**src/mfpc_pkg.sv**
```systemverilog
// constants for the multi-function pin control block
package mfpc_pkg;
    // ==================================================
    // register indices and bus address width
    localparam logic [7:0] REG_IDX_PAD     = 8'h09;
    localparam logic [7:0] REG_IDX_CFG_A   = 8'h14;
    localparam logic [7:0] REG_IDX_CFG_B   = 8'h15;
    localparam logic [7:0] REG_IDX_SHARED  = 8'h16;
    localparam logic [7:0] REG_IDX_POL     = 8'h17;
    localparam logic [7:0] REG_IDX_STATUS  = 8'h18;
    localparam logic [7:0] REG_IDX_MASK    = 8'h19;
    localparam logic [7:0] REG_IDX_MISC    = 8'h1a;
    localparam int         ADDR_W          = 10;
    // ==================================================
    // field positions, widths and pin counts
    localparam int TRIS_BIT     = 13;
    localparam int SEL_W        = 4;
    localparam int CFG_LO_BASE  = 0;
    localparam int CFG_HI_BASE  = 8;
    localparam int F_SEL        = 0;
    localparam int F_PD         = 4;
    localparam int F_PU         = 5;
    localparam int F_IRQ        = 6;
    localparam int F_DEB        = 7;
    localparam int SH_FIRST     = 0;
    localparam int SH_SECOND    = 4;
    localparam int SH_ENA       = 0;
    localparam int SH_IRQ       = 2;
    localparam int SH_DEB       = 3;
    localparam int POL_W        = 8;
    localparam int NPIN         = 5;
    localparam int NDED         = 3;
    // polarity bit for each pin index: ded3, ded4, ded5, first, second
    localparam logic [4:0][2:0] POL_BIT = {3'd7, 3'd6, 3'd4, 3'd3, 3'd2};
    // ==================================================
    // reset values and writable-bit masks
    localparam logic [15:0] RST_PAD    = 16'h0000;
    localparam logic [15:0] RST_CFG_A  = 16'h1010;
    localparam logic [15:0] RST_CFG_B  = 16'h0010;
    localparam logic [15:0] RST_SHARED = 16'h0000;
    localparam logic [15:0] RST_POL    = 16'h0000;
    localparam logic [15:0] POL_MASK   = 16'h00dc;
    localparam logic [15:0] CFGB_MASK  = 16'h00ff;
    localparam logic [15:0] SH_MASK    = 16'h00dd;
    // ==================================================
    // de-bounce: stable input for this many slow ticks
    localparam logic [2:0] DEB_TICKS   = 3'd4;
    // ==================================================
    // pin function codes
    typedef enum logic [3:0] {
        FN_INPUT    = 4'h0,
        FN_CLK_OUT  = 4'h1,
        FN_LOW      = 4'h2,
        FN_HIGH     = 4'h3,
        FN_PLL_LOCK = 4'h4,
        FN_TEMP_OK  = 4'h5,
        FN_READBACK = 4'h6,
        FN_IRQ      = 4'h7,
        FN_MIC_DET  = 4'h8,
        FN_MIC_SHRT = 4'h9
    } mfpc_func_t;
endpackage : mfpc_pkg

```
**src/mfpc_top.sv**
```systemverilog
// multi-function pin control: pads, de-bounce, detect latching, avalon regs
//
// Implementation choice: the Avalon-MM register port.
`timescale 1ns/1ps
module mfpc_top
    import mfpc_pkg::*;
(
    // clock and reset
    input  wire logic              core_clk_in,
    input  wire logic              reset_in,
    // avalon-mm slave
    input  wire logic [ADDR_W-1:0] avs_address_in,
    input  wire logic              avs_read_in,
    input  wire logic              avs_write_in,
    input  wire logic [31:0]       avs_writedata_in,
    input  wire logic [3:0]        avs_byteenable_in,
    output logic      [31:0]       avs_readdata_out,
    output logic                   avs_waitrequest_out,
    // function sources
    input  wire logic              system_clock_div_in,
    input  wire logic              pll_lock_in,
    input  wire logic              temp_ok_in,
    input  wire logic              readback_serial_out_in,
    input  wire logic              device_irq_in,
    input  wire logic              mic_detect_in,
    input  wire logic              mic_short_in,
    input  wire logic              slow_tick_in,
    // dedicated pins (index 0..2 = three, four, five)
    input  wire logic [NDED-1:0]   ded_pin_in,
    output logic      [NDED-1:0]   ded_pin_out,
    output logic      [NDED-1:0]   ded_pin_oe_out,
    output logic      [NDED-1:0]   ded_pullup_out,
    output logic      [NDED-1:0]   ded_pulldown_out,
    // shared pins (0 = first, 1 = second)
    input  wire logic [1:0]        shared_pin_in,
    // global audio pad tristate and interrupt
    output logic                   audio_pad_tristate_out,
    output logic                   irq_out
);
    // ==================================================
    // decode helpers
    function automatic logic [7:0] pin_cfg(input logic [15:0] a,
                                           input logic [15:0] b,
                                           input int          i);
        logic [7:0] r;
        r = 8'h00;
        case (i)
            0:       r = a[CFG_LO_BASE +: 8];
            1:       r = a[CFG_HI_BASE +: 8];
            default: r = b[CFG_LO_BASE +: 8];
        endcase
        return r;
    endfunction : pin_cfg

    function automatic logic [15:0] wmerge(input logic [15:0] old,
                                           input logic [31:0] d,
                                           input logic [3:0]  be,
                                           input logic [15:0] m);
        logic [15:0] r;
        r = old;
        if (be[0]) begin
            r[7:0] = d[7:0];
        end
        if (be[1]) begin
            r[15:8] = d[15:8];
        end
        return r & m;
    endfunction : wmerge

    // ==================================================
    // registers
    logic [15:0]     audio_pad_control;
    logic [15:0]     pin_config_a;
    logic [15:0]     pin_config_b;
    logic [15:0]     shared_input_config;
    logic [15:0]     input_polarity;
    logic [NPIN-1:0] irq_status;
    logic [NPIN-1:0] irq_mask;
    logic            slow_tick_clock_enable;

    // ==================================================
    // bus decode
    wire logic [7:0] reg_idx  = avs_address_in[ADDR_W-1:2];
    wire logic       hit_pad  = reg_idx == REG_IDX_PAD;
    wire logic       hit_a    = reg_idx == REG_IDX_CFG_A;
    wire logic       hit_b    = reg_idx == REG_IDX_CFG_B;
    wire logic       hit_sh   = reg_idx == REG_IDX_SHARED;
    wire logic       hit_pol  = reg_idx == REG_IDX_POL;
    wire logic       hit_st   = reg_idx == REG_IDX_STATUS;
    wire logic       hit_mask = reg_idx == REG_IDX_MASK;
    wire logic       hit_misc = reg_idx == REG_IDX_MISC;
    wire logic       wr       = avs_write_in;
    wire logic       rd_st    = avs_read_in && hit_st;

    // no wait states
    assign avs_waitrequest_out = 1'b0;

    wire logic [31:0] next_readdata =
        hit_pad  ? {16'h0000, audio_pad_control}   :
        hit_a    ? {16'h0000, pin_config_a}        :
        hit_b    ? {16'h0000, pin_config_b}        :
        hit_sh   ? {16'h0000, shared_input_config} :
        hit_pol  ? {16'h0000, input_polarity}      :
        hit_st   ? {27'h0, irq_status}             :
        hit_mask ? {27'h0, irq_mask}               :
        hit_misc ? {31'h0, slow_tick_clock_enable} : 32'h0000_0000;

    // combinational read data: valid at the edge that takes the read
    assign avs_readdata_out = avs_read_in ? next_readdata : 32'h0000_0000;

    // ==================================================
    // write strobes and merged write values
    wire logic        wr_pad   = wr && hit_pad;
    wire logic        wr_a     = wr && hit_a;
    wire logic        wr_b     = wr && hit_b;
    wire logic        wr_sh    = wr && hit_sh;
    wire logic        wr_pol   = wr && hit_pol;
    wire logic        wr_mask  = wr && hit_mask && avs_byteenable_in[0];
    wire logic        wr_misc  = wr && hit_misc && avs_byteenable_in[0];

    // merged write data, reserved bits cleared
    wire logic [15:0] next_pad = wmerge(audio_pad_control,
        avs_writedata_in, avs_byteenable_in, '1);
    wire logic [15:0] next_a   = wmerge(pin_config_a,
        avs_writedata_in, avs_byteenable_in, '1);
    wire logic [15:0] next_b   = wmerge(pin_config_b,
        avs_writedata_in, avs_byteenable_in, CFGB_MASK);
    wire logic [15:0] next_sh  = wmerge(shared_input_config,
        avs_writedata_in, avs_byteenable_in, SH_MASK);
    wire logic [15:0] next_pol = wmerge(input_polarity,
        avs_writedata_in, avs_byteenable_in, POL_MASK);

    // pad control
    always_ff @(posedge core_clk_in or posedge reset_in) begin
        if (reset_in) begin
            audio_pad_control <= RST_PAD;
        end else if (wr_pad) begin
            audio_pad_control <= next_pad;
        end
    end

    always_ff @(posedge core_clk_in or posedge reset_in) begin
        if (reset_in) begin
            pin_config_a <= RST_CFG_A;
        end else if (wr_a) begin
            pin_config_a <= next_a;
        end
    end

    // pin five config
    always_ff @(posedge core_clk_in or posedge reset_in) begin
        if (reset_in) begin
            pin_config_b <= RST_CFG_B;
        end else if (wr_b) begin
            pin_config_b <= next_b;
        end
    end

    always_ff @(posedge core_clk_in or posedge reset_in) begin
        if (reset_in) begin
            shared_input_config <= RST_SHARED;
        end else if (wr_sh) begin
            shared_input_config <= next_sh;
        end
    end

    // input polarity
    always_ff @(posedge core_clk_in or posedge reset_in) begin
        if (reset_in) begin
            input_polarity <= RST_POL;
        end else if (wr_pol) begin
            input_polarity <= next_pol;
        end
    end

    // interrupt mask
    always_ff @(posedge core_clk_in or posedge reset_in) begin
        if (reset_in) begin
            irq_mask <= '0;
        end else if (wr_mask) begin
            irq_mask <= avs_writedata_in[NPIN-1:0];
        end
    end

    // slow tick enable
    always_ff @(posedge core_clk_in or posedge reset_in) begin
        if (reset_in) begin
            slow_tick_clock_enable <= 1'b0;
        end else if (wr_misc) begin
            slow_tick_clock_enable <= avs_writedata_in[0];
        end
    end

    // ==================================================
    // per-pin control fields
    logic [NPIN-1:0] raw_pin;
    logic [NPIN-1:0] deb_en;
    logic [NPIN-1:0] irq_en;
    logic [NPIN-1:0] in_active;
    logic [NPIN-1:0] pol_inv;

    assign raw_pin = {shared_pin_in, ded_pin_in};
    wire logic tris_all = audio_pad_control[TRIS_BIT];
    assign audio_pad_tristate_out = tris_all;

    // ==================================================
    // de-bounce tick
    // tick needs enable bit
    wire logic tick = slow_tick_in && slow_tick_clock_enable;

    // ==================================================
    // dedicated pin drivers
    genvar g;
    generate
        for (g = 0; g < NDED; g++) begin : g_ded
            wire logic [7:0] cfg  = pin_cfg(pin_config_a, pin_config_b, g);
            wire logic [3:0] sel  = cfg[F_SEL +: SEL_W];
            wire logic       pu   = cfg[F_PU];
            wire logic       pd   = cfg[F_PD];
            wire logic       pull = pu | pd;
            wire logic       free = !pull && !tris_all;
            logic            drv;
            logic            val;
            always_comb begin
                drv = 1'b1;
                val = 1'b0;
                case (sel)
                    FN_CLK_OUT:  val = system_clock_div_in;
                    FN_LOW:      val = 1'b0;
                    FN_HIGH:     val = 1'b1;
                    FN_PLL_LOCK: val = pll_lock_in;
                    FN_TEMP_OK:  val = temp_ok_in;
                    FN_READBACK: val = readback_serial_out_in;
                    FN_IRQ:      val = device_irq_in;
                    FN_MIC_DET:  val = mic_detect_in;
                    FN_MIC_SHRT: val = mic_short_in;
                    default:     drv = 1'b0;
                endcase
            end
            assign ded_pullup_out[g]   = pu;
            assign ded_pulldown_out[g] = pd;
            assign ded_pin_oe_out[g]   = free && drv;
            assign ded_pin_out[g]      = free && drv && val;
            assign deb_en[g]    = cfg[F_DEB];
            assign irq_en[g]    = cfg[F_IRQ];
            assign in_active[g] = sel == FN_INPUT;
        end
        for (g = 0; g < 2; g++) begin : g_sh
            localparam int B = (g == 0) ? SH_FIRST : SH_SECOND;
            assign deb_en[NDED+g]    = shared_input_config[B + SH_DEB];
            assign irq_en[NDED+g]    = shared_input_config[B + SH_IRQ];
            assign in_active[NDED+g] = shared_input_config[B + SH_ENA];
        end
        // ==================================================
        // input path per pin
        for (g = 0; g < NPIN; g++) begin : g_in
            logic       sync_a;
            logic       sync_b;
            logic       stable;
            logic [2:0] cnt;
            logic       st;
            assign pol_inv[g] = input_polarity[POL_BIT[g]];
            wire logic cur  = sync_b ^ pol_inv[g];
            wire logic det  = deb_en[g] ? stable : cur;
            wire logic set_ev = in_active[g] && !tris_all && det;
            always_ff @(posedge core_clk_in or posedge reset_in) begin
                if (reset_in) begin
                    sync_a <= 1'b0;
                    sync_b <= 1'b0;
                end else begin
                    sync_a <= raw_pin[g];
                    sync_b <= sync_a;
                end
            end
            always_ff @(posedge core_clk_in or posedge reset_in) begin
                if (reset_in) begin
                    stable <= 1'b0;
                    cnt    <= 3'd0;
                end else if (cur == stable) begin
                    cnt <= 3'd0;
                end else if (tick) begin
                    if (cnt == DEB_TICKS - 3'd1) begin
                        stable <= cur;
                        cnt    <= 3'd0;
                    end else begin
                        cnt <= cnt + 3'd1;
                    end
                end
            end
            // latch detect, set beats read clear
            always_ff @(posedge core_clk_in or posedge reset_in) begin
                if (reset_in) begin
                    st <= 1'b0;
                end else if (set_ev) begin
                    st <= 1'b1;
                end else if (rd_st) begin
                    st <= 1'b0;
                end
            end
            assign irq_status[g] = st;
        end
    endgenerate

    // ==================================================
    // interrupt output
    // per-pin irq enable
    wire logic [NPIN-1:0] irq_pending = irq_status & irq_mask & irq_en;
    // high while any status bit is set whose mask bit and pin irq enable are both set
    assign irq_out = |irq_pending;

endmodule : mfpc_top

```
**config.mk**
```make
export PLATFORM = sky130hd
export DESIGN_NAME = mfpc_top
export DESIGN_NICKNAME = d
export VERILOG_FILES = /design/src/mfpc_pkg.sv /design/src/mfpc_top.sv
export SDC_FILE = /design/constraint.sdc
export NUM_CORES = 1
export LEC_CHECK = 0
export BUFFER_PORTS_ARGS = -buffer_cell sky130_fd_sc_hd__buf_2
export CAP_MARGIN = 25
export CORE_ASPECT_RATIO = 0.5
export CORE_MARGIN = 4
export CORE_UTILIZATION = 51
export CTS_BUF_LIST = sky130_fd_sc_hd__clkbuf_8
export CTS_CLUSTER_SIZE = 20
export DETAILED_ROUTE_END_ITERATION = 7
export PLACE_DENSITY = 0.79
export SETUP_SLACK_MARGIN = 0.02
export SLEW_MARGIN = 20
export SYNTH_ARGS = -nofsm -noshare
export SYNTH_HDL_FRONTEND = slang
export SYNTH_SLANG_ARGS = --single-unit
export TNS_END_PERCENT = 20
```
**constraint.sdc**
```tcl
create_clock -name core_clk_in -period 3.04 [get_ports core_clk_in]
set_input_delay 0.76 -clock core_clk_in [delete_from_list [all_inputs] [get_ports core_clk_in]]
set_output_delay 0.76 -clock core_clk_in [all_outputs]
set_load 0.1 [all_outputs]
```
==> results of run 1 <==
==> synthesized netlist by cell type, types with 6 or more instances <==
cell type / n
nand2_1: 25
nor3_1: 11
dfrtp_1: 89
or3_1: 6
nor2b_1: 17
mux2_2: 61
o21ai_0: 14
mux4_2: 7
a22oi_1: 15
mux2i_1: 13
a31oi_1: 6
buf_4: 23
a21oi_1: 8
clkbuf_1: 10
nor2_1: 24
==> cell families after synthesis <==
logic type | Yosys count | share of synthesized area, %
compound gates | 60 | 8.43
xor+xnor | 10 | 1.84
fa+ha+maj | 5 | 1.32
buf+inv | 41 | 5.30
flops | 92 | 48.6
mux | 82 | 20.8
other cells | 1 | 0.0790
simple gates | 118 | 13.7
==> sequential cells by signal (all words and copies together), names as in the netlist, 6 cells and up <==
register             count
audio_pad_control       16
pin_config_b             8
g_in.cnt                15
shared_input_config      6
pin_config_a            16
==> power by group through the flow <==
stage	logic (mW)	registers [mW]	clock network, mW
after floorplan	0.302	1.31	0
after global placement	0.376	1.32	0
after detailed placement	0.383	1.32	0
after CTS	0.385	1.29	0.737
after global routing	0.410	1.30	0.785
final	0.386	1.29	0.711
==> metal layers <==
metal  vias up  global-route usage [%]  part of all wire [%]
met5         -                       0                     0
met3        23                    6.58                   7.2
met2       127                    34.3                    47
met4         0                    7.36                   2.2
met1      1770                    28.7                    44
li1       1638                       -                     -
==> timing repair <==
item | 4_1_cts | 5_1_grt
gates resized for setup | 9 | 11
buffers inserted | 0 | 3
endpoints found under the setup margin | 16 | 16
pin swaps | 7 | 8
hold endpoints to repair | 0 | 0
==> final timing paths <==
check | from | end | slack, ns | cells after the start
hold / removal | reset_in | g_in[0].sync_a | 0.34 | 2
setup reg to reg | pin_config_a[0] | g_in[0].st | 1.50 | 3
setup / recovery | avs_address_in[9] | avs_readdata_out[2] | -0.18 | 7
max in group asynchronous | reset_in | pin_config_a[12] | 1.96 | 3
hold reg to reg | g_in[4].sync_a | g_in[4].sync_b | 0.35 | 0
min in group core_clk_in | g_in[4].sync_a | g_in[4].sync_b | 0.35 | 0
==> worst reg2reg max path, delay by kind of cell, from the launching register on <==
family          cells  cell delay (ns)
flops               1             0.47
simple gates        2             0.87
compound gates      1             0.15
==> placed cells by master, fill, tap and decap left out, types with 6 or more instances in the layout <==
cell	netlist	final
mux2_2	61	61
a22oi_2	0	9
buf_2	3	55
conb_1	1	17
o21ai_0	14	9
mux2i_1	13	13
nand2_1	25	25
inv_1	4	7
clkbuf_8	0	10
a22oi_1	15	6
a21oi_1	8	7
nor2b_1	17	7
nor2b_4	0	10
buf_4	23	31
dfrtp_1	89	88
nor2_1	24	22
buf_12	0	20
mux4_2	7	7
nor3_1	11	10
==> layout make-up <==
type / count / area share, %
Multi-Input combinational cell: 292 / 41.8
Inverter: 4 / 0.265
Sequential cell: 92 / 37.5
Tap cell: 117 / 2.38
Clock buffer: 10 / 2.24
Clock inverter: 6 / 0.448
Timing Repair Buffer: 109 / 15.3
==> per-stage QoR <==
step	hold slack (ns)	TNS (ns)
floorplan	0.331	-13.73
global placement	0.333	-2.27
detailed placement	0.335	-2.60
CTS	0.340	-1.94
global route	0.351	-2.54
finish	0.343	-1.82
==> flow_metrics.py, run 1 <==
metrics = {
    "sta": {
        "setup_violations": 14,
        "hold_viol": 0,
        "relSlewSlack_pct": 62.4,
        "final.setup.worst_slack_ns": -0.176,
        "rsz0062_at_grt": "yes",
        "period_minus_slack_ns": 3.22,
        "fin_crit_sh_pct": 106,
        "drv_slew": 0,
        "clock.fmax_mhz": 311,
        "skew_ns": 0.00913,
        "tightest_slew_ns": 0.563,
    },
    "detailed_routing": {
        "wire_per_inst_um": 18.5,
        "ant_nets": 0,
        "viasPerCell": 5.65,
        "finalWirelength_mm": 11.7,
        "drc": 0,
        "drtIter0Drc": 277,
        "vias": 3558,
        "dr.pass1.iters": 4,
    },
    "floorplanning": {
        "num_rows": 24,
        "fp.coreArea_sq_um": 8890,
        "start_util_pct": 53.4,
        "die_h_um": 76.2,
        "ios": 110,
        "dieArea_sq_um": 11000,
        "die-width_um": 144,
    },
    "final_layout": {
        "multi_input_area_sq_um": 2570,
        "antenna_cells": 0,
        "finalNetCount": 576,
        "seq_area_sq_um": 2310,
        "drive_gt1_share_pct": 47.4,
        "instances_no_fill": 630,
        "fin_area_sq_um": 6150,
        "fillers": 630,
        "utilization_pct": 69.2,
        "syn_to_final_growth_pct": 29.4,
    },
    "yosys": {
        "seq_area_frac_synth_pct": 48.6,
        "synthTopCellsByArea": "dfrtp_1 (47%), mux2_2 (14%), buf_4 (3.6%), mux4_2 (3.3%), mux2i_1 (2.7%)",
        "synth_cells": 409,
        "avgSynthCellArea_sq_um": 11.6,
        "netlist_area_sq_um": 4750,
        "synth_top_cell_area_share_pct": 46.9,
        "yosysTopAreaCell": "dfrtp_1",
        "ys_ff_latch": 92,
        "synth_edf_count": 0,
        "ys_types": 52,
        "synth-main-ff-cell": "dfrtp_1",
        "async_reset_ff_share_pct": 100,
        "yosys_warnings": 0,
    },
    "power_and_ir_drop": {
        "internal_power_mw": 1.68,
        "power_leakage_nw": 2.86,
        "total_power_mw": 2.39,
        "power_frac_seq_pct": 54.1,
        "cellPowerDensity_nw_per_um2": 389,
        "p_clk_share_pct": 29.7,
        "combPwrFrac_pct": 16.2,
        "peakVddDrop_mv": 0.242,
        "net-switching-power_uw": 711,
        "p_sw_share_pct": 29.7,
    },
    "grt": {
        "grt-ovfl-total": 0,
        "antenna_found_initial": 0,
        "grt_pass1_wl_mm": 18.7,
        "grt_pass1_vias": 3587,
        "grt_max_degree": 73,
        "grt_usage_pct": 21.8,
    },
    "setup_path": {
        "cpLargestDelayFamily": "simple AND/OR/NAND/NOR gates",
        "cp_common_cell": "buf_6",
        "crit_arrival_ns": 2.46,
        "endpoint_kind": "output port",
        "crit_type": "in -> out",
        "cp.required_ns": 2.28,
        "slowest_delay_ns": 0.57,
        "critical_path_buf_inv_count": 4,
        "crit_path_cell_trace": "buf_6 > or3_4 > or4_4 > buf_6 > buf_4 > a31oi_4 > buf_12",
        "cp-start-kind": "input port",
        "cpMaxStageDelayCell": "or4_4",
        "worstPathMaxFanout": 5,
    },
    "outcome": {
        "status": "finished, violations left",
        "violations": "negative setup slack",
    },
    "clock_tree": {
        "clkTransAtPathRegs_ns": 0.09,
        "clkSinkCount": 92,
        "cts_buffers": 9,
        "hold_buffers": 0,
        "root_buffer": "clkbuf_8",
        "htree_levels": 3,
        "cts_buffer_depth": 2,
        "worstSkewPairLatency_ns": 0.37,
        "tritoncts": "done",
    },
    "hold_path": {
        "hold_path_class": "in -> async",
    },
    "run": {
        "max-cap-violations": 0,
    },
    "placement": {
        "pre_cts_slack_ns": -0.245,
        "globalplace.congestion": 0.844,
        "place_inst": 611,
        "placedInstanceArea_sq_um": 5890,
        "port_buffers": 72,
        "place_hpwl_mm": 8.61,
    },
}
No activity file was read; power rests on OpenSTA's default activity.
==> inputs of run 2 (changes only) <==
--- a/config.mk
+++ b/config.mk
@@ -5,6 +5,7 @@
 export SDC_FILE = /design/constraint.sdc
 export NUM_CORES = 1
 export LEC_CHECK = 0
+export ABC_AREA = 1
 export BUFFER_PORTS_ARGS = -buffer_cell sky130_fd_sc_hd__buf_2
 export CAP_MARGIN = 25
 export CORE_ASPECT_RATIO = 0.5
@@ -13,7 +14,7 @@
 export CTS_BUF_LIST = sky130_fd_sc_hd__clkbuf_8
 export CTS_CLUSTER_SIZE = 20
 export DETAILED_ROUTE_END_ITERATION = 7
-export PLACE_DENSITY = 0.79
+export PLACE_DENSITY = 0.78
 export SETUP_SLACK_MARGIN = 0.02
 export SLEW_MARGIN = 20
 export SYNTH_ARGS = -nofsm -noshare
==> run 2 against run 1 <==
  * The run now ends clean
  * Setup slack improved by 0.28 ns
  * Global-route usage rose by 1.2 points
  * Final cell count rose by 35%
  * Design area fell by 0.57%
  * Critical endpoint is now avs_readdata_out[4]
  * Utilization fell by 5.5 points
  * First-iteration DRC count rose by 51%
  * Synthesized area rose by 7.9%
==> flow_metrics.py, run 2 <==
metrics = {
    "yosys": {
        "synth_most_common_cell": "nand2_1",
        "yosys_warnings": 0,
        "async_reset_ff_share_pct": 100,
        "netlist_area_sq_um": 5120,
        "synth_top_cell_area_share_pct": 43.5,
        "avgSynthCellArea_sq_um": 8.02,
        "synth_common_cells": "nand2_1 (158), dfrtp_1 (89), inv_1 (86), o21ai_0 (56), nand3_1 (42)",
        "ys_ff_latch": 92,
        "synthTopCellsByArea": "dfrtp_1 (43%), nand2_1 (12%), inv_1 (6.3%), o21ai_0 (5.5%), nand3_1 (4.1%)",
        "synth-main-ff-cell": "dfrtp_1",
        "yosysTopAreaCell": "dfrtp_1",
        "ys_types": 41,
        "seq_area_frac_synth_pct": 45.0,
        "synth_edf_count": 0,
        "synth_cells": 639,
    },
    "floorplanning": {
        "ios": 110,
        "start_util_pct": 53.3,
        "num_rows": 25,
        "fp.coreArea_sq_um": 9600,
        "dieArea_sq_um": 11800,
        "die-width_um": 150,
        "die_h_um": 78.9,
    },
    "grt": {
        "antenna_found_initial": 0,
        "grt_pass1_wl_mm": 21.4,
        "grt_max_degree": 43,
        "grt_pass1_vias": 4414,
        "grt-ovfl-total": 0,
        "grt_usage_pct": 23.0,
    },
    "final_layout": {
        "fillers": 817,
        "drive_gt1_share_pct": 23.5,
        "syn_to_final_growth_pct": 19.3,
        "mostFrequentLayoutCells": "nand2_1 (158), dfrtp_1 (88), inv_1 (84)",
        "reg_top3": "audio_pad_control: 16 flops, pin_config_a: 16 flops, g_in.cnt: 15 flops",
        "finalNetCount": 778,
        "antenna_cells": 0,
        "final_common_cell": "nand2_1",
    },
    "sta": {
        "setup_violations": 0,
        "clock.fmax_mhz": 340,
        "fin_crit_sh_pct": 96.7,
        "period_minus_slack_ns": 2.94,
        "tightest_slew_ns": 0.715,
        "skew_ns": 0.00694,
        "relSlewSlack_pct": 51.9,
        "drv_slew": 0,
        "rsz0062_at_grt": "yes",
        "hold_viol": 0,
        "fin_hold_ws_ns": 0.357,
    },
    "setup_path": {
        "cpMaxStageDelayCell": "nor2_1",
        "reg2reg_slack_ns": 1.30,
        "crit_arrival_ns": 2.18,
        "crit_type": "in -> out",
        "critical_path_buf_inv_count": 6,
        "cpLargestDelayFamily": "simple AND/OR/NAND/NOR gates",
        "worstPathMaxFanout": 14,
        "timing.rr.end": "g_in[3].cnt[1]",
        "crit_path_cell_trace": "buf_2 > inv_2 > nand2_1 > nor2_1 > nand2_2 > inv_6 > nand2_1 > nand2_1 > inv_1 > nand3_1 > nand2_1 > inv_1 > buf_12",
        "timing.rr.start": "slow_tick_clock_enable",
        "r2r_cells": 6,
        "endpoint_kind": "output port",
        "cp.required_ns": 2.28,
        "cp-start-kind": "input port",
        "slowest_delay_ns": 0.23,
        "cp_common_cell": "nand2_1",
        "crit_cells": 13,
    },
    "placement": {
        "globalplace.congestion": 0.950,
        "place_hpwl_mm": 9.41,
        "port_buffers": 72,
    },
    "detailed_routing": {
        "wire_per_inst_um": 15.1,
        "drc": 0,
        "finalWirelength_mm": 12.8,
        "ant_nets": 0,
        "vias": 4443,
        "drtIter0Drc": 418,
        "dr.pass1.iters": 5,
        "viasPerCell": 5.23,
    },
    "hold_path": {
        "hold_path_class": "reg -> reg",
        "min_to": "g_in[4].sync_b",
        "hold_start": "g_in[4].sync_a",
        "hold_depth": 0,
    },
    "power_and_ir_drop": {
        "peakVddDrop_mv": 0.191,
        "total_power_mw": 2.48,
        "cellPowerDensity_nw_per_um2": 406,
        "power_leakage_nw": 2.95,
    },
    "clock_tree": {
        "tritoncts": "done",
        "hold_buffers": 0,
        "cts_buffer_depth": 2,
        "cts_buffers": 9,
        "root_buffer": "clkbuf_8",
        "htree_levels": 3,
        "worstSkewPairLatency_ns": 0.38,
        "clkSinkCount": 92,
        "clkTransAtPathRegs_ns": 0.09,
    },
    "run": {
        "max-cap-violations": 0,
    },
    "outcome": {
        "status": "completed",
    },
}
==> run 2: cell count changes after synthesis, moves of 7 or more <==
cell,change
nand3_1,+37
a22oi_1,-15
o21ai_0,+42
a21oi_1,+10
inv_1,+82
nor2_1,+7
mux4_2,-7
nor2b_1,-17
mux2i_1,-13
o21ai_1,+16
nand2_1,+133
o21ai_2,+24
mux2_2,-61
==> run 2: through the flow <==
| stage | std cells | utilization (%) | area, sq um | worst slack [ns] | TNS [ns] |
|---|---|---|---|---|---|
| floorplan | 655 | - | 5350 | -0.302 | -0.302 |
| global placement | 829 | 61.1 | 5870 | 0.174 | 0 |
| detailed placement | 829 | 61.1 | 5870 | 0.137 | 0 |
| CTS | 845 | 63.2 | 6070 | 0.126 | 0 |
| global route | 850 | 63.6 | 6110 | -0.00214 | -0.00214 |
| finish | 850 | 63.6 | 6110 | 0.100 | 0 |
==> run 2: cell families after synthesis <==
logic type,share of synthesized area (%)
xor gates and xnor gates,1.03
DFF,45.0
other,0.0732
and+or+nand+nor,24.0
buffers and inverters,12.6
AOI/OAI and AO/OA,16.1
adders and majority gates,1.22
==> run 2: final cells by class <==
class,count,area (sq um),area share (%)
clock inverters,4,31.3,0.512
inverters,91,358,5.85
well taps,135,169,2.76
repair buffers,83,697,11.4
multi-input cells,433,2380,39.0
flip-flops and latches,92,2310,37.7
clock buffers,12,165,2.70
==> run 2: what timing repair did <==
item                                    4_1_cts  5_1_grt
gates resized for setup                       0        4
endpoints found under the setup margin        0        7
setup buffers                                 0        5
==> run 2: metal layers <==
layer | up-vias | routed length [um] | track usage [%]
li1 | 2172 | - | -
met1 | 2084 | 5460 | 30.0
met2 | 163 | 6140 | 38.2
met3 | 24 | 1020 | 5.30
met4 | 0 | 208 | 7.76
met5 | - | 0 | 0
==> run 2: worst max path at each step <==
stage	to	slack [ns]	from
after floorplan	ded_pin_out[0]	-0.30	audio_pad_control[13]
after global placement	avs_readdata_out[0]	0.17	avs_address_in[8]
after detailed placement	avs_readdata_out[4]	0.14	avs_address_in[3]
after CTS	avs_readdata_out[4]	0.13	avs_address_in[3]
after global routing	avs_readdata_out[4]	-0.002	avs_address_in[8]
final	avs_readdata_out[4]	0.10	avs_address_in[3]
==> run 2: report_power, final <==
group	internal [mW]	switching, mW
Sequential	1.26	0.0284
Clock	0.367	0.447
Combinational	0.0797	0.302
==> run 2: worst reg2reg max path, cell delays in order (launching register included) <==
cell and delay (ns):
dfrtp_1 0.41, nand2_1 0.43, clkinv_1 0.43, nand2_1 0.14, nor2_1 0.05, a21oi_1 0.11
nor2_1 0.07
==> inputs of run 3 (changes only) <==
==> config.mk (replaced) <==
export PLATFORM = sky130hd
export DESIGN_NAME = mfpc_top
export DESIGN_NICKNAME = d
export VERILOG_FILES = /design/src/mfpc_pkg.sv /design/src/mfpc_top.sv
export SDC_FILE = /design/constraint.sdc
export NUM_CORES = 1
export LEC_CHECK = 0
export BUFFER_PORTS_ARGS = -buffer_cell sky130_fd_sc_hd__buf_2
export CAP_MARGIN = 25
export CORE_ASPECT_RATIO = 0.5
export CORE_MARGIN = 4
export CORE_UTILIZATION = 49
export CTS_CLUSTER_SIZE = 20
export DETAILED_ROUTE_END_ITERATION = 7
export PLACE_DENSITY = 0.77
export SETUP_SLACK_MARGIN = 0.5
export SLEW_MARGIN = 20
export SYNTH_ARGS = -nofsm -noshare
export SYNTH_HDL_FRONTEND = slang
export SYNTH_SLANG_ARGS = --single-unit
export TNS_END_PERCENT = 20
==> run 3 against run 2 <==
  * Sequential power about the same
  * Clock skew decreased by 0.0010 ns
  * Routed wire length decreased by 7.0%
  * Total power increased by 20%
  * Global-route usage decreased by 1.1 points
  * Final cell count decreased by 24%
  * The run now ends with negative setup slack left
  * Via count decreased by 20%
  * Maximum frequency decreased by 8.0%
  * Design area increased by 5.3%
  * Die area decreased by 3.2%
  * Combinational power increased by 5.5%
==> flow_metrics.py, run 3 (synthesis results as in run 1) <==
metrics = {
    "outcome": {
        "status": "finished, violations left",
        "violations": "negative setup slack",
    },
    "grt": {
        "antenna_found_initial": 0,
        "grt_usage_pct": 21.9,
        "grt_max_degree": 37,
        "grt_pass1_vias": 3735,
        "grt-ovfl-total": 0,
        "grt_pass1_wl_mm": 19.4,
    },
    "final_layout": {
        "antenna_cells": 0,
        "finalNetCount": 576,
        "fillers": 641,
        "mostFrequentLayoutCells": "dfrtp_1 (84), mux2_2 (61), buf_2 (46)",
        "drive_gt1_share_pct": 49.7,
        "reg_top3": "audio_pad_control: 16 flops, pin_config_a: 16 flops, g_in.cnt: 15 flops",
        "syn_to_final_growth_pct": 35.5,
        "final_common_cell": "dfrtp_1",
    },
    "sta": {
        "rsz0062_at_grt": "yes",
        "tightest_slew_ns": 0.566,
        "period_minus_slack_ns": 3.19,
        "relSlewSlack_pct": 62.2,
        "hold_viol": 0,
        "fin_hold_ws_ns": 0.343,
        "clock.fmax_mhz": 313,
        "fin_crit_sh_pct": 105,
        "setup_violations": 14,
        "skew_ns": 0.00591,
        "final.setup.worst_slack_ns": -0.154,
        "drv_slew": 0,
    },
    "setup_path": {
        "crit_path_cell_trace": "buf_6 > or4b_4 > or2_4 > or3_4 > a31oi_4 > buf_12",
        "crit_arrival_ns": 2.43,
        "crit_type": "in -> out",
        "critical_path_buf_inv_count": 2,
        "slowest_delay_ns": 0.54,
        "cp.required_ns": 2.28,
        "cpLargestDelayFamily": "simple AND/OR/NAND/NOR gates",
        "worstPathMaxFanout": 5,
        "cp-start-kind": "input port",
        "endpoint_kind": "output port",
        "cpMaxStageDelayCell": "or4b_4",
    },
    "floorplanning": {
        "dieArea_sq_um": 11400,
        "fp.coreArea_sq_um": 9450,
        "die_h_um": 77.6,
        "num_rows": 25,
        "start_util_pct": 50.3,
        "ios": 110,
        "die-width_um": 147,
    },
    "clock_tree": {
        "tritoncts": "done",
        "htree_levels": 3,
        "cts_buffers": 9,
        "worstSkewPairLatency_ns": 0.35,
        "root_buffer": "clkbuf_16",
        "cts_buffer_depth": 2,
        "clkSinkCount": 92,
        "clkTransAtPathRegs_ns": 0.07,
    },
    "power_and_ir_drop": {
        "cellPowerDensity_nw_per_um2": 462,
        "power_leakage_nw": 2.93,
        "total_power_mw": 2.97,
        "peakVddDrop_mv": 0.259,
    },
    "detailed_routing": {
        "drtIter0Drc": 255,
        "wire_per_inst_um": 18.4,
        "dr.pass1.iters": 4,
        "vias": 3554,
        "viasPerCell": 5.48,
        "ant_nets": 0,
        "finalWirelength_mm": 11.9,
        "drc": 0,
    },
    "placement": {
        "place_hpwl_mm": 8.39,
        "globalplace.congestion": 0.875,
        "port_buffers": 72,
    },
    "hold_path": {
        "hold_path_class": "reg -> reg",
    },
    "run": {
        "max-cap-violations": 0,
    },
}
## run 3: path summary, 6_finish.rpt
path / start / cells past startpoint / slack (ns) / to
max in group asynchronous: reset_in / 3 / 1.79 / pin_config_a[12]
setup / recovery: avs_address_in[9] / 6 / -0.15 / avs_readdata_out[2]
hold / removal: g_in[3].sync_a / 0 / 0.34 / g_in[3].sync_b
setup reg to reg: pin_config_a[8] / 3 / 1.51 / g_in[1].st
min in group asynchronous: reset_in / 2 / 0.44 / g_in[0].sync_a
hold reg to reg: g_in[3].sync_a / 0 / 0.34 / g_in[3].sync_b
## run 3: report_power, final
group          internal [mW]  total, mW  switching, mW
Sequential              1.26       1.30         0.0366
Clock                  0.808       1.27          0.464
Combinational          0.127      0.403          0.276
Total                   2.20       2.97          0.776
## run 3: final cells by class
| cell class | instances | area (sq um) | share of cell area (%) |
|---|---|---|---|
| multi-input cells | 292 | 2610 | 40.6 |
| well taps | 135 | 169 | 2.63 |
| clock buffers | 12 | 236 | 3.68 |
| flip-flops and latches | 92 | 2310 | 35.9 |
| clock inverters | 4 | 98.8 | 1.54 |
| inverters | 4 | 16.3 | 0.253 |
| repair buffers | 109 | 991 | 15.4 |
## run 3: routing by layer
metal  wire (um)  GRT usage [%]  vias to the layer above
met5           0              0                        -
met4         263           8.64                        0
met3         743           7.00                       23
met2        5610           34.8                      114
met1        5320           28.2                     1769
li1            -              -                     1648
## run 3: repair_timing
| action | 4_1_cts | 5_1_grt |
|---|---|---|
| resized for setup | 43 | 6 |
| setup buffers | 1 | 0 |
| hold buffers | 0 | 0 |
| pin swaps | 11 | 5 |
| endpoints found under the setup margin | 23 | 22 |
## run 3: metrics by stage
stage	cell area, sq um	cells	setup slack (ns)	utilization (%)	TNS (ns)
floorplan	5140	425	-0.325	-	-13.76
global placement	5930	631	-0.227	62.7	-2.25
detailed placement	5930	631	-0.243	62.7	-2.47
CTS	6400	648	-0.153	67.8	-1.58
global route	6430	648	-0.178	68.1	-2.06
finish	6430	648	-0.154	68.1	-1.54
